===== src/inc/opdec_consts.vh =====
`ifndef OPDEC_CONSTS_VH
`define OPDEC_CONSTS_VH
// register offsets on the plain register port
`define ADDR_W          4
`define OFF_PSW         4'h0
`define OFF_FLAGS       4'h1
`define OFF_CTRL        4'h2
`define OFF_ACT         4'h3
`define OFF_GPR_BASE    4'h8
// status word fields
`define PSW_PRIO_HI     7
`define PSW_PRIO_LO     5
`define PSW_TRACE       4
`define PSW_N           3
`define PSW_Z           2
`define PSW_V           1
`define PSW_C           0
`define PSW_RESET       16'h0000
// error flag register bit positions
`define FLG_BOUND       0
`define FLG_STKOVF      1
`define FLG_TIMEOUT     2
`define FLG_ILLEGAL     3
`define FLG_PWRFAIL     4
`define FLG_PWRUP       5
// stack limit, octal 400
`define STACK_LIMIT     16'h0100
// bus time-out: 10 us at 10 ns per cycle
`define TIMEOUT_NS      10000
`define CLK_NS          10
`define TIMEOUT_CYC     (`TIMEOUT_NS / `CLK_NS)
// activity values
`define ACT_RUN         2'h0
`define ACT_WAIT        2'h1
`define ACT_OFF         2'h2
// opcode of move word and of the one-operand jump
`define OP_MOVE         4'h1
`define OP_UNARY        4'h0
`define UOP_JUMP        10'h001
`define JOP_CALL        7'h04
`endif


===== src/hdl/field_splitter.v =====
`timescale 1ns/1ps
`include "opdec_consts.vh"
// splits an instruction word into its fields; purely combinational
module field_splitter (
    input  wire [15:0] i_instr,
    output wire [3:0]  o_opcode,
    output wire [2:0]  o_src_mode,
    output wire [2:0]  o_src_reg,
    output wire [2:0]  o_dst_mode,
    output wire [2:0]  o_dst_reg,
    output wire        o_is_move,
    output wire        o_is_jump,
    output wire        o_is_byte,
    output wire [15:0] o_branch_offset
);
    wire [5:0] source_specifier_field;
    wire [5:0] destination_specifier_field;

    // two-operand layout
    assign o_opcode                    = i_instr[15:12];
    assign source_specifier_field      = i_instr[11:6];
    assign destination_specifier_field = i_instr[5:0];
    assign o_src_mode = source_specifier_field[5:3];
    assign o_src_reg  = source_specifier_field[2:0];
    assign o_dst_mode = destination_specifier_field[5:3];
    assign o_dst_reg  = destination_specifier_field[2:0];

    // each word hits one class only: jump/call live under opcode 0, move under 1
    assign o_is_move = (i_instr[15:12] == `OP_MOVE);
    assign o_is_jump = (i_instr[15:12] == `OP_UNARY) &&
                       ((i_instr[15:6] == `UOP_JUMP) ||
                        (i_instr[15:9] == `JOP_CALL));
    // top bit set on a two-operand code marks the byte variant
    assign o_is_byte = i_instr[15] && (i_instr[14:12] != 3'h0) && (i_instr[14:12] != 3'h7);

    // branch displacement, sign extended
    assign o_branch_offset = {{8{i_instr[7]}}, i_instr[7:0]};
endmodule


===== src/hdl/cc_flags.v =====
`timescale 1ns/1ps
// condition code generation from a 17-bit result
module cc_flags (
    input  wire [16:0] i_result,
    input  wire        i_ovf,
    input  wire        i_is_move,
    output wire        o_n,
    output wire        o_z,
    output wire        o_v,
    output wire        o_c
);
    // a move clears overflow; carry comes from bit 16 of the wide result
    assign o_n = i_result[15];
    assign o_z = (i_result[15:0] == 16'h0000);
    assign o_v = i_is_move ? 1'b0 : i_ovf;
    assign o_c = i_result[16];
endmodule


===== src/hdl/operand_address_decoder.v =====
// The register offsets and the address-and-strobe port were chosen for this implementation.
`timescale 1ns/1ps
`include "opdec_consts.vh"
module operand_address_decoder #(
    parameter TIMEOUT_CYCLES = `TIMEOUT_CYC
) (
    input  wire                 i_clk,
    input  wire                 i_reset,
    input  wire                 i_ce,
    input  wire [`ADDR_W-1:0]   i_reg_addr,
    input  wire [15:0]          i_reg_wdata,
    input  wire                 i_reg_wr,
    input  wire                 i_reg_rd,
    output reg  [15:0]          o_reg_rdata,
    output wire                 o_mem_req,
    output wire                 o_mem_we,
    output wire [15:0]          o_mem_addr,
    output wire [15:0]          o_mem_wdata,
    input  wire                 i_mem_ack,
    input  wire [15:0]          i_mem_rdata,
    input  wire                 i_power_low,
    input  wire                 i_power_ok,
    output wire                 o_trace_trap,
    output wire [1:0]           o_activity,
    output wire                 o_busy
);
    // sequencer states
    localparam ST_IDLE  = 4'h0;
    localparam ST_FETCH = 4'h1;
    localparam ST_DEC   = 4'h2;
    localparam ST_NEXTW = 4'h3;
    localparam ST_PTR   = 4'h4;
    localparam ST_OPRD  = 4'h5;
    localparam ST_WRITE = 4'h6;
    localparam ST_DONE  = 4'h7;
    localparam ST_SRC   = 1'b0;
    localparam ST_DST   = 1'b1;

    reg  [15:0] gpr_r [0:7];
    reg  [15:0] psw_r;
    reg  [5:0]  flags_r;
    reg  [1:0]  act_r;
    reg  [3:0]  st_r;
    reg         phase_r;
    reg  [15:0] instr_r;
    reg  [15:0] ea_r;
    reg  [15:0] src_val_r;
    reg  [15:0] dst_val_r;
    reg  [15:0] maddr_r;
    reg         mwe_r;
    reg  [15:0] mwdata_r;
    reg  [15:0] tmo_cnt_r;
    reg  [2:0]  pf_sync_r;
    reg  [2:0]  pu_sync_r;
    reg         pf_last_r;
    reg         pu_last_r;
    reg         is_byte_access;
    integer     j;

    wire [3:0]  opcode;
    wire [2:0]  src_mode;
    wire [2:0]  src_reg;
    wire [2:0]  dst_mode;
    wire [2:0]  dst_reg;
    wire        is_move;
    wire        is_jump;
    wire        is_byte;
    wire [15:0] branch_offset;
    wire        cc_n;
    wire        cc_z;
    wire        cc_v;
    wire        cc_c;

    field_splitter u_split (
        .i_instr         (instr_r),
        .o_opcode        (opcode),
        .o_src_mode      (src_mode),
        .o_src_reg       (src_reg),
        .o_dst_mode      (dst_mode),
        .o_dst_reg       (dst_reg),
        .o_is_move       (is_move),
        .o_is_jump       (is_jump),
        .o_is_byte       (is_byte),
        .o_branch_offset (branch_offset)
    );

    // current specifier
    wire [2:0]  cur_mode = (phase_r == ST_SRC) ? src_mode : dst_mode;
    wire [2:0]  cur_reg  = (phase_r == ST_SRC) ? src_reg  : dst_reg;
    wire [15:0] selected_register = gpr_r[cur_reg];
    wire        cur_word = ~is_byte | (cur_mode[0]) | (cur_reg[2:1] == 2'b11);
    // stack pointer and program counter always step by two
    wire [15:0] operand_step = (is_byte && (cur_reg[2:1] != 2'b11)) ? 16'h0001
                                                                     : 16'h0002;
    wire [15:0] following_word = i_mem_rdata;
    wire        jump_dst = is_jump && (phase_r == ST_DST);

    cc_flags u_cc (
        .i_result  ({1'b0, src_val_r}),
        .i_ovf     (1'b0),
        .i_is_move (is_move),
        .o_n       (cc_n),
        .o_z       (cc_z),
        .o_v       (cc_v),
        .o_c       (cc_c)
    );

    // memory port: word address with byte lane picked from bit 0
    // a store requests only once its write enable stands, so no read ack is taken for it
    assign o_mem_req   = (st_r == ST_FETCH) || (st_r == ST_NEXTW) || (st_r == ST_PTR) ||
                         (st_r == ST_OPRD) || ((st_r == ST_WRITE) && mwe_r);
    assign o_mem_we    = mwe_r;
    assign o_mem_addr  = {maddr_r[15:1], 1'b0};
    assign o_mem_wdata = mwdata_r;
    assign o_trace_trap = (st_r == ST_DONE) && psw_r[`PSW_TRACE];
    assign o_activity  = act_r;
    assign o_busy      = (st_r != ST_IDLE);

    // byte view of the returned word
    wire [15:0] word_memory_view = i_mem_rdata;
    wire [15:0] byte_view = maddr_r[0] ? {8'h00, i_mem_rdata[15:8]}
                                       : {8'h00, i_mem_rdata[7:0]};
    wire        word_odd  = maddr_r[0] && (is_byte_access == 1'b0);
    wire        stk_low   = (cur_reg == 3'd6) && (gpr_r[6] < `STACK_LIMIT);

    // access width of the current memory cycle
    always @* begin
        is_byte_access = 1'b0;
        if (st_r == ST_OPRD || st_r == ST_WRITE) begin
            is_byte_access = is_byte && !jump_dst;
        end
    end

    // main sequencer: fetch, resolve source, resolve destination, execute
    always @(posedge i_clk) begin
        if (i_reset) begin
            psw_r     <= `PSW_RESET;
            flags_r   <= 6'h00;
            act_r     <= `ACT_RUN;
            st_r      <= ST_IDLE;
            phase_r   <= ST_SRC;
            instr_r   <= 16'h0000;
            ea_r      <= 16'h0000;
            src_val_r <= 16'h0000;
            dst_val_r <= 16'h0000;
            maddr_r   <= 16'h0000;
            mwe_r     <= 1'b0;
            mwdata_r  <= 16'h0000;
            tmo_cnt_r <= 16'h0000;
            pf_sync_r <= 3'h0;
            pu_sync_r <= 3'h0;
            pf_last_r <= 1'b0;
            pu_last_r <= 1'b0;
            o_reg_rdata <= 16'h0000;
            // a known program counter avoids a fetch from an unknown address
            for (j = 0; j < 8; j = j + 1) gpr_r[j] <= 16'h0000;
        end else if (i_ce) begin
            // power inputs come from outside: three stages, second and third agree
            pf_sync_r <= {pf_sync_r[1:0], i_power_low};
            pu_sync_r <= {pu_sync_r[1:0], i_power_ok};
            if (pf_sync_r[2] == pf_sync_r[1]) pf_last_r <= pf_sync_r[2];
            if (pu_sync_r[2] == pu_sync_r[1]) pu_last_r <= pu_sync_r[2];

            // register port read, data one cycle later
            o_reg_rdata <= 16'h0000;
            if (i_reg_rd) begin
                if (i_reg_addr[3]) o_reg_rdata <= gpr_r[i_reg_addr[2:0]];
                else case (i_reg_addr)
                    `OFF_PSW:   o_reg_rdata <= {8'h00, psw_r[7:0]};
                    `OFF_FLAGS: o_reg_rdata <= {10'h000, flags_r};
                    `OFF_CTRL:  o_reg_rdata <= {15'h0000, o_busy};
                    `OFF_ACT:   o_reg_rdata <= {14'h0000, act_r};
                    default:    o_reg_rdata <= 16'h0000;
                endcase
            end
            // writes; a write of one clears a flag, but a new event wins
            if (i_reg_wr) begin
                case (i_reg_addr)
                    `OFF_PSW:   psw_r <= {8'h00, i_reg_wdata[7:0]};
                    `OFF_FLAGS: flags_r <= flags_r & ~i_reg_wdata[5:0];
                    `OFF_ACT:   if (i_reg_wdata[1:0] != 2'h3) act_r <= i_reg_wdata[1:0];
                    default:    ;
                endcase
            end
            if (pf_sync_r[2] == pf_sync_r[1] && pf_sync_r[2] && !pf_last_r)
                flags_r[`FLG_PWRFAIL] <= 1'b1;
            if (pu_sync_r[2] == pu_sync_r[1] && pu_sync_r[2] && !pu_last_r) begin
                flags_r[`FLG_PWRUP] <= 1'b1;
                act_r <= `ACT_RUN;
            end

            // outstanding access time-out
            if (o_mem_req && !i_mem_ack) begin
                tmo_cnt_r <= tmo_cnt_r + 16'h0001;
                if (tmo_cnt_r == TIMEOUT_CYCLES[15:0] - 16'h0001) begin
                    flags_r[`FLG_TIMEOUT] <= 1'b1;
                    st_r      <= ST_DONE;
                    mwe_r     <= 1'b0;
                    tmo_cnt_r <= 16'h0000;
                end
            end else begin
                tmo_cnt_r <= 16'h0000;
            end

            case (st_r)
                ST_IDLE: begin
                    if (act_r == `ACT_RUN) begin
                        maddr_r <= gpr_r[7];
                        st_r    <= ST_FETCH;
                    end
                end
                ST_FETCH: if (i_mem_ack) begin
                    instr_r <= i_mem_rdata;
                    phase_r <= ST_SRC;
                    st_r    <= ST_DEC;
                    // an odd program counter is a word access on an odd byte: abandon it
                    if (word_odd) begin
                        flags_r[`FLG_BOUND] <= 1'b1;
                        st_r <= ST_DONE;
                    end
                end
                ST_DEC: begin
                    // one-operand forms skip the source step
                    if (!is_move && !is_jump) begin
                        st_r <= ST_DONE; // other classes executed elsewhere
                    end else if (jump_dst || (is_jump && phase_r == ST_SRC)) begin
                        phase_r <= ST_DST;
                        if (dst_mode == 3'd0) begin
                            flags_r[`FLG_ILLEGAL] <= 1'b1;
                            st_r <= ST_DONE;
                        end else begin
                            st_r <= ST_DEC;
                        end
                        if (phase_r == ST_DST && dst_mode != 3'd0) begin
                            st_r <= (dst_mode[2:1] == 2'b11) ? ST_NEXTW : ST_PTR;
                            maddr_r <= (dst_mode[2:1] == 2'b11) ? gpr_r[7] : gpr_r[dst_reg];
                        end
                    end else case (cur_mode)
                        3'd0: begin
                            if (phase_r == ST_SRC) begin
                                src_val_r <= selected_register;
                                phase_r   <= ST_DST;
                            end else begin
                                st_r <= ST_WRITE;
                            end
                        end
                        3'd1, 3'd2, 3'd3: begin
                            maddr_r <= selected_register;
                            st_r    <= cur_mode[0] && cur_mode[1] ? ST_PTR : ST_OPRD;
                            if (cur_mode[1]) gpr_r[cur_reg] <= selected_register +
                                (cur_mode[0] ? 16'h0002 : operand_step);
                        end
                        3'd4, 3'd5: begin
                            maddr_r <= selected_register - (cur_mode[0] ? 16'h0002
                                                                        : operand_step);
                            gpr_r[cur_reg] <= selected_register - (cur_mode[0] ? 16'h0002
                                                    : operand_step);
                            st_r <= cur_mode[0] ? ST_PTR : ST_OPRD;
                        end
                        default: begin
                            maddr_r <= gpr_r[7];
                            st_r    <= ST_NEXTW;
                        end
                    endcase
                end
                ST_NEXTW: if (i_mem_ack) begin
                    // PC advances by 2 in this same cycle; PC-relative adds the word to that PC+2 value
                    gpr_r[7] <= gpr_r[7] + 16'h0002;
                    maddr_r  <= following_word + ((cur_reg == 3'd7) ?
                                gpr_r[7] + 16'h0002 : selected_register);
                    st_r <= cur_mode[0] ? ST_PTR : ST_OPRD;
                    if (jump_dst && !cur_mode[0]) begin
                        ea_r <= following_word + ((cur_reg == 3'd7) ?
                                gpr_r[7] + 16'h0002 : selected_register);
                        st_r <= ST_DONE;
                    end
                end
                ST_PTR: if (i_mem_ack) begin
                    maddr_r <= word_memory_view;
                    if (word_odd) flags_r[`FLG_BOUND] <= 1'b1;
                    if (jump_dst) begin
                        ea_r <= cur_mode[0] ? word_memory_view : maddr_r;
                        if (dst_mode == 3'd2 || dst_mode == 3'd3)
                            gpr_r[dst_reg] <= gpr_r[dst_reg] + 16'h0002;
                        if (dst_mode == 3'd4 || dst_mode == 3'd5)
                            ea_r <= cur_mode[0] ? word_memory_view : maddr_r - 16'h0002;
                        st_r <= ST_DONE;
                    end else begin
                        st_r <= ST_OPRD;
                    end
                end
                ST_OPRD: if (i_mem_ack) begin
                    if (word_odd) flags_r[`FLG_BOUND] <= 1'b1;
                    if (stk_low && cur_word) flags_r[`FLG_STKOVF] <= 1'b1;
                    if (phase_r == ST_SRC) begin
                        src_val_r <= is_byte ? byte_view : word_memory_view;
                        phase_r   <= ST_DST;
                        st_r      <= ST_DEC;
                    end else begin
                        dst_val_r <= word_memory_view;
                        st_r      <= ST_WRITE;
                    end
                    if (word_odd) st_r <= ST_DONE;
                end
                ST_WRITE: begin
                    // move word: flags and destination store
                    psw_r[`PSW_N] <= cc_n;
                    psw_r[`PSW_Z] <= cc_z;
                    psw_r[`PSW_V] <= cc_v;
                    if (dst_mode == 3'd0) begin
                        gpr_r[dst_reg] <= src_val_r;
                        st_r <= ST_DONE;
                    end else begin
                        mwe_r    <= 1'b1;
                        mwdata_r <= src_val_r;
                        if (i_mem_ack) begin
                            mwe_r <= 1'b0;
                            st_r  <= ST_DONE;
                        end
                    end
                end
                ST_DONE: begin
                    gpr_r[7] <= gpr_r[7] + 16'h0002;
                    mwe_r    <= 1'b0; // a store cut by the time-out must not linger
                    if (jump_dst && !flags_r[`FLG_ILLEGAL]) gpr_r[7] <= ea_r;
                    st_r <= ST_IDLE;
                end
                default: st_r <= ST_IDLE;
            endcase
            // software writes to general registers win over the sequencer
            if (i_reg_wr && i_reg_addr[3]) gpr_r[i_reg_addr[2:0]] <= i_reg_wdata;
        end
    end

endmodule


===== config.mk =====
export PLATFORM = sky130hd
export DESIGN_NAME = operand_address_decoder
export DESIGN_NICKNAME = d
export VERILOG_FILES = /design/src/hdl/field_splitter.v /design/src/hdl/cc_flags.v /design/src/hdl/operand_address_decoder.v
export VERILOG_INCLUDE_DIRS = /design/src /design/src/inc
export SDC_FILE = /design/constraint.sdc
export NUM_CORES = 1
export LEC_CHECK = 0
export BUFFER_PORTS_ARGS = -buffer_cell sky130_fd_sc_hd__buf_4
export CAP_MARGIN = 15
export CORE_MARGIN = 5
export CORE_UTILIZATION = 55
export CTS_CLUSTER_DIAMETER = 80
export DETAILED_ROUTE_END_ITERATION = 8
export HOLD_SLACK_MARGIN = 0.05
export PLACE_DENSITY_LB_ADDON = 0.05
export SLEW_MARGIN = 20
export SYNTH_ARGS = -nofsm -noshare
export SYNTH_HDL_FRONTEND = slang
export SYNTH_SLANG_ARGS = --single-unit

===== constraint.sdc =====
create_clock -name i_clk -period 6.4 [get_ports i_clk]
set_input_delay 0.96 -clock i_clk [delete_from_list [all_inputs] [get_ports i_clk]]
set_output_delay 0.96 -clock i_clk [all_outputs]
set_load 0.01 [all_outputs]

Yosys cells after proc, flatten, opt, wreduce, memory -nomap -nowiden
Memory sizes are Yosys's and may differ from the RTL's. A register that Yosys moved wholly into a read port is not among the register bits. Index checks and enable logic that the tools add are counted.

Register bits: 142. Memory bits (writable): 128. Bits of input ports: 44. Output and inout port bits: 54. Logic and storage cells: 332. Memories kept: 1.

Memories: gpr_r (depth 8, width 16, rd ports 5, clocked after memory_dff 1, write ports 8, line operand_address_decoder.v:39) `reg [15:0] gpr_r [0:7];`.

Add/subtract/negate cells: 7. Order comparisons: 1. Equality and inequality tests: 48. Multiplexer cells: 158. Bitwise logic cells: 16. Reductions and logical operators: 81.

Operators by type and width (count): $mux W16 (34); $mux W1 (74); $pmux W16 S2 (2); $pmux W16 S4 (1); $mux W4 (15); $pmux W16 S3 (1); $reduce_or A16 Y1 (3); $mux W3 (13); $add A16 B16 Y16 (2); $add A16 B2 Y16 const B (2); $pmux W8 S4 (1); $pmux W4 S7 (1); $ne A2 B2 Y1 const B (13); $logic_and A1 B1 Y1 (23); $reduce_bool A2 Y1 (10); $eq A3 B3 Y1 const B (6); $mux W2 (9); $reduce_and A3 Y1 (6); $add A16 B1 Y16 const B (1); $eq A16 B10 Y1 const B (1); $eq A4 B2 Y1 const B (4); $eq A4 B3 Y1 const B (4); $logic_not A16 Y1 (1); $lt A16 B9 Y1 const B (1); 35 further kinds (83).

Longest topological paths before layout
Gate-level depths: netlist of run 1.

Depth after elaboration: 15. Mapped depth: 22. Depth with buffers taken out: 18.

By module
A second synthesis of run 1 with hierarchy kept.

Cells, all modules: 2450. Area total of the unflattened synthesis: 20542.2 µm².

By module, submodules not included: operand_address_decoder (times used 1, cells each 2402, area an instance 20194.4 µm², sequential area each 6686.4 µm²); field_splitter (times used 1, cells each 40, area an instance 292.8 µm², sequential area each 0.0 µm²); cc_flags (times used 1, cells each 8, area an instance 55.1 µm², sequential area each 0.0 µm²).

Least setup slack after synthesis of run 1
OpenSTA, ideal clock, no wires.

Kind: register to register. Start point: register phase_r. End point: memory gpr_r[7][12], data pin. Arrival: 4.705 ns. Path slack: 1.441 ns. Cell stages (with the launch flop): 20. Cells stage by stage: dfxtp_1 buf_4 buf_6 clkbuf_1 buf_1 clkbuf_1 mux2i_1 clkbuf_1 and3_1 ha_1 inv_1 fa_1 a221oi_1 nand3_1 or4_1 a2bb2o_1 xor2_1 a21oi_2 o21ai_1 o21a_1.

RTL lines: start, declared (line operand_address_decoder.v:44) `reg phase_r;`; start signal, assigned (line operand_address_decoder.v:141) `phase_r <= ST_SRC;`; start signal, assigned (line operand_address_decoder.v:214) `phase_r <= ST_SRC;`; start signal, assigned (line operand_address_decoder.v:227) `phase_r <= ST_DST;`; end, declared (line operand_address_decoder.v:39).

==> qor.csv, run 1 <==
metric;value;unit
dominant synthesized flop cell;dfxtp_1;
Area Growth Syn to Fin;10.3;%
Total Routing Usage GR;39.5;%
n_diodes;0;
width of the chip;198;µm
# resized after CTS;0;
Comb pwr share;20.4;%
Setup Skew;0.0175;ns
Synth area leader;edfxtp_1;
core box area;0.0347;mm²
cells along the critical path;buf_4 > nand2b_1 > nand2_1 > mux2i_1 > ha_1 > inv_1 > fa_1 > a221oi_1 > nand3_1 > or4_1 > o21ai_1 > xor2_1 > nor2_1 > a221oi_4 > o21ai_0;
CTS buffer count;30;
PortBufs;96;
worst min-delay path category;flip-flop to flip-flop;
P per Cell Area;225;mW/mm²
layout cells sized above 1;14.6;%
final period utilization;87.6;%
max-cap check violation count;0;
Reg area;0.00675;mm²
Rel. slew slack;20.1;%
sequential area share after synthesis;34.8;%
WS Path Type;flip-flop to flip-flop;
crit path DAT;5.90;ns
# fillers;2989;
post-synth top area share;19.8;%
Clock Latency Late Sink;0.59;ns
fmax;178;MHz
CTS Root Buffer Type;clkbuf_16;
Yosys reg bits;273;
Vias/cell;7.12;
clock-pin slew on the worst setup and hold paths;0.06;ns
Hold Vio Cnt, Final;0;
row count;68;
Detailed Route Iter0 Violations;2963;
synth warn;0;
EDFF count, synth;128;
die footprint;0.0391;mm²
Multi-input gate area;0.0118;mm²
Synth Cell Area;0.0194;mm²
Final Max Tran Viols;0;
H-tree Lvls;1;
Initial Util;55.8;%
ys async rst share;0;%
HPWL Detailed;60100;µm
most frequent cells after synthesis;312 x nand2_1, 224 x nor2_1, 180 x a21oi_1;
# placed instances;2684;
clock network power share;38.0;%
first-pass GRT wire length;117000;µm
non-filler instance count after layout;2740;
DRC;0;
Routability Congestion;1.07;
Syn Inst Count;2261;
Cells on Worst Hold Path;2;
Yosys cell types;84;
deepest clock path buffer count;3;
Die H;198;µm
total gr overflow;0;
TritonCTS clock tree;built;
Cell Int Power;3300;µW
average size of a mapped cell;8.57;µm²
CTS sink cnt;273;
CP max FO;27;
Syn Nets;2334;
Sw Ratio;31.4;%
Vias;19500;
RSZ-0062 raised after global routing;false;
maximum VDD drop;0.000288;V
status;finished clean;
largest net degree at the start of global routing;60;
most common cell in the netlist;nand2_1;
max incr delay on CP;0.62;ns
min cycle time layout;5.61;ns
Final Setup Violations;0;
final wirelength;79900;µm
initial antenna violation count;2;
drt pass-1 iters;7;
critical path launch point type;flip-flop;
Seq pwr share;41.6;%
setup bufs post-CTS;0;
vias in the first global route;18200;
P_sw;1510;µW
reg2reg path depth;15;
crit path max-delay cell type;or4_1;
top area cells in the synthesized netlist;edfxtp_1 20%, dfxtp_1 15%, mux4_2 8.8%, nand2_1 6.0%, a21oi_1 4.6%;
static leakage;0.00737;µW
Routed Antenna Nets;0;
num ports;98;
nets;2334;
DR WL/cell;29.2;µm
CP Capture Type;flip-flop;
CTS hold repair buffers;0;
Required @ worst endpoint;6.70;ns
Slew @ Worst Pin;1.20;ns
final setup TNS;0;ns
==> routing by layer <==
layer	vias up	global-route usage [%]	wire length (µm)
met2	1521	60.2	34900
met5	-	0	34
met1	9262	53.9	29600
met4	4	18.6	4540
met3	274	8.58	10800
li1	8446	-	-
==> stage by stage <==
stage          area (µm²)  setup WS (ns)  total power [µW]  hold WS, ns  utilization [%]
2_1_floorplan       19400           1.44              2620        0.431                -
3_3_place_gp        20400           1.15              2960        0.438             58.7
3_5_place_dp        20400           1.01              2970        0.449             58.7
4_1_cts             21400          0.976              4760        0.462             61.6
5_1_grt             21400          0.524              4940        0.467             61.6
6_report            21400          0.794              4810        0.458             61.6
==> layout by cell type (no fill, tap or decap), types with 23 or more instances in the layout <==
cell type	n
buf_4	155
ha_1	26
xnor2_1	48
a22o_1	28
clkbuf_16	31
nand2_1	312
o21ai_0	167
o31ai_1	30
mux4_2	76
edfxtp_1	128
nand3_1	72
a221oi_1	23
nor2_1	221
mux2i_1	43
dfxtp_1	143
inv_1	33
a21oi_1	180
nor3_1	46
nand2b_1	32
a211oi_1	63
xor2_1	33
o22ai_1	23
==> power by group through the flow <==
stage | registers, µW | clock network, µW | logic (µW)
after floorplan | 1970 | 0 | 652
after global placement | 2030 | 0 | 938
after detailed placement | 2030 | 0 | 943
after CTS | 1990 | 1820 | 947
after global routing | 2000 | 1900 | 1040
final | 2000 | 1830 | 982
==> critical path: cells and delay by family, from the launching register on <==
family	cells	cell delay [ns]
XOR/XNOR	1	0.17
multiplexers	1	0.51
adder cells (fa/ha/maj)	2	0.74
buffers and inverters	2	0.41
flip-flops	1	0.43
AND/OR/NAND/NOR	5	1.72
AO/OA/AOI/OAI	4	1.33
==> logic make-up (layout without fill, tap and decap cells) <==
logic type      Yosys count  count (layout)  synth area share, %
other cells               1               1               0.0193
flops                   273             273                 34.8
buf+inv                 220             244                 4.78
fa+ha+maj                29              29                 1.99
mux                     132             132                 11.8
compound gates          698             698                 23.7
simple gates            827             827                 19.2
xor+xnor                 81              81                 3.66
==> layout make-up <==
type,count,area share (%)
Clock inverter,19,1.02
Tap cell,455,2.66
Sequential cell,273,31.5
Inverter,33,0.579
Multi-Input combinational cell,1768,55.0
Timing Repair Buffer,155,5.44
Clock buffer,37,3.78
==> flip-flops by register name, summed over array words and instances (netlist names), named ones only <==
register,count
pu_last_r,1
pf_last_r,1
psw_r,8
maddr_r,16
st_r,4
o_activity,2
ea_r,16
flags_r,6
pf_sync_r,3
phase_r,1
o_mem_we,1
pu_sync_r,3
instr_r,16
o_reg_rdata,16
src_val_r,16
o_mem_wdata,16
tmo_cnt_r,16
gpr_r,128
==> worst paths after layout <==
check / slack, ns / startpoint / end
hold reg to reg: 0.46 / o_reg_rdata[8] / o_reg_rdata[8]
setup reg to reg: 0.79 / phase_r / gpr_r[0][10]
hold / removal: 0.46 / o_reg_rdata[8] / o_reg_rdata[8]
setup / recovery: 0.79 / phase_r / gpr_r[0][10]
Note: power is estimated with default switching activity, not from simulation.
==> inputs of run 2 (changes only) <==
==> constraint.sdc (replaced) <==
create_clock -name i_clk -period 6.4 [get_ports i_clk]
set_input_delay 0 -clock i_clk [delete_from_list [all_inputs] [get_ports i_clk]]
set_output_delay 0 -clock i_clk [all_outputs]
set_load 0.01 [all_outputs]
==> run 2 against run 1 <==
  * Sequential share of layout area is 0.73 points lower
  * First-iteration DRC count is 8.2% lower
  * Clock skew about the same
  * Hold slack got worse by 0.26 ns
  * Largest power group unchanged
==> qor.csv, run 2 (same netlist as run 1, synthesis figures left out) <==
metric;value;unit;change
status;finished clean;;unchanged
layout cells sized above 1;14.0;%;was 14.6%
P per Cell Area;219;mW/mm²;was 225 mW/mm²
Largest register FFs;128;;unchanged
Slew @ Worst Pin;1.17;ns;was 1.20 ns
largest net degree at the start of global routing;70;;was 60
vias in the first global route;18700;;was 18200
Sw Ratio;31.7;%;was 31.4%
critical path launch point type;flip-flop;;unchanged
Clock Latency Late Sink;0.60;ns;was 0.59 ns
width of the chip;198;µm;unchanged
CP Capture Type;flip-flop;;unchanged
nets;2386;;was 2334
clock network power share;37.3;%;was 38.0%
Rel. slew slack;22.0;%;was 20.1%
Comb pwr share;20.8;%;was 20.4%
Vias;19800;;was 19500
min cycle time layout;5.92;ns;was 5.61 ns
DRC;0;;unchanged
Routability Congestion;1.09;;was 1.07
Required @ worst endpoint;6.76;ns;was 6.70 ns
die footprint;0.0391;mm²;unchanged
WS Path Type;flip-flop to flip-flop;;unchanged
Cell Int Power;3270;µW;was 3300 µW
Final Max Tran Viols;0;;unchanged
initial antenna violation count;3;;was 2
num ports;98;;unchanged
PortBufs;96;;unchanged
first-pass GRT wire length;120000;µm;was 117000 µm
CP max FO;20;;was 27
final period utilization;92.5;%;was 87.6%
commonest non-fill, non-tap cells in the layout;312 x nand2_1, 222 x nor2_1, 180 x a21oi_1;;was 312 x nand2_1, 221 x nor2_1, 180 x a21oi_1
HPWL Detailed;60300;µm;was 60100 µm
row count;68;;unchanged
reg2reg path depth;14;;was 15
maximum VDD drop;0.000218;V;was 0.000288 V
Final Setup Violations;0;;unchanged
CTS hold repair buffers;55;;was 0
Seq pwr share;41.9;%;was 41.6%
Routed Antenna Nets;0;;unchanged
Setup Skew;0.0177;ns;was 0.0175 ns
worst min-delay path category;input pin to flip-flop;;was flip-flop to flip-flop
H-tree Lvls;1;;unchanged
CTS buffer count;31;;was 30
Initial Util;55.8;%;unchanged
clock-pin slew on the worst setup and hold paths;0.07;ns;was 0.06 ns
setup slack at placement;0.648;ns;was 1.01 ns
final setup TNS;0;ns;unchanged
deepest clock path buffer count;3;;unchanged
crit path DAT;6.27;ns;was 5.90 ns
Biggest register;gpr_r;;unchanged
max-cap check violation count;0;;unchanged
FF-to-FF End;gpr_r[7][12];;was gpr_r[0][10]
static leakage;0.00757;µW;was 0.00737 µW
fmax;169;MHz;was 178 MHz
DR WL/cell;29.2;µm;about the same
final wirelength;81500;µm;was 79900 µm
RSZ-0062 raised after global routing;false;;unchanged
Hold Vio Cnt, Final;0;;unchanged
Die H;198;µm;unchanged
core box area;0.0347;mm²;unchanged
Hold Slack;0.201;ns;was 0.458 ns
CTS sink cnt;273;;unchanged
P_sw;1520;µW;was 1510 µW
commonest non-fill, non-tap cell in the layout;nand2_1;;unchanged
drt pass-1 iters;6;;was 7
r2r setup slk;0.48;ns;was 0.79 ns
CP endpoint;gpr_r[7][12];;was gpr_r[0][10]
total gr overflow;0;;unchanged
Total Routing Usage GR;40.4;%;was 39.5%
CTS Root Buffer Type;clkbuf_16;;unchanged
Area Growth Syn to Fin;12.9;%;was 10.3%
setup slack after layout;0.482;ns;was 0.794 ns
CP startpoint;phase_r;;unchanged
Vias/cell;7.10;;was 7.12
reg-to-reg critical path startpoint;phase_r;;unchanged
Detailed Route Iter0 Violations;2720;;was 2963
setup bufs post-CTS;0;;unchanged
TritonCTS clock tree;built;;unchanged
# resized after CTS;0;;unchanged
==> run 2: changes by cell type in the layout (fill, tap and decap cells not counted), moves of 2 or more <==
cell	change
buf_4	-4
bufinv_16	-2
clkinv_4	-2
clkinv_1	+3
dlygate4sd3_1	+55
==> run 2: worst min-delay path by stage <==
stage	start	endpoint	slack, ns	cells after the start
after floorplan	i_mem_rdata[15]	instr_r[15]	0.14	2
after global placement	i_power_low	pf_sync_r[0]	0.24	3
after detailed placement	i_power_low	pf_sync_r[0]	0.25	3
after CTS	i_reg_addr[1]	o_reg_rdata[5]	0.17	4
after global routing	i_reg_addr[1]	o_reg_rdata[5]	0.24	4
final	i_reg_addr[1]	o_reg_rdata[3]	0.20	4
==> run 2: worst max-delay path, cell delays in order, from the launching register on <==
cell and delay (ns):
dfxtp_1 0.87, mux2i_2 0.53, buf_4 0.31, mux4_2 0.51, mux2i_1 0.31, inv_1 0.23, fa_1 0.48, a221oi_1 0.50
nand3_1 0.24, or4_1 0.61, a2bb2o_1 0.30, xor2_1 0.08, a21oi_2 0.43, o21ai_1 0.14, o21a_1 0.12
==> run 2: layout make-up <==
type	count	area (µm²)
clock buffers	39	847
fillers	2997	12800
diodes	1	2.50
flip-flops and latches	273	6750
well taps	455	569
multi-input cells	1768	11800
clock inverters	18	155
inverters	33	124
repair buffers	206	1680
==> run 2: power by group through the flow <==
| stage | combinational (µW) | sequential, µW | clock, µW |
|---|---|---|---|
| 2_1_floorplan | 652 | 1970 | 0 |
| 3_3_place_gp | 926 | 2030 | 0 |
| 3_5_place_dp | 933 | 2030 | 0 |
| 4_1_cts | 960 | 2000 | 1790 |
| 5_1_grt | 1050 | 2010 | 1860 |
| 6_report | 994 | 2010 | 1790 |
==> run 2: stage by stage <==
step | utilization [%] | cell area (µm²) | total power [µW] | std cells
after floorplan | - | 19400 | 2620 | 2261
after global placement | 58.6 | 20300 | 2960 | 2680
after detailed placement | 58.6 | 20300 | 2970 | 2680
after CTS | 63.1 | 21900 | 4750 | 2792
after global routing | 63.1 | 21900 | 4920 | 2792
final | 63.1 | 21900 | 4790 | 2793
==> run 2: metal layers <==
layer	global-route usage, %	routed length [µm]
met5	0	13
met4	21.9	5620
met3	11.0	10800
met2	60.1	34800
met1	53.7	30300
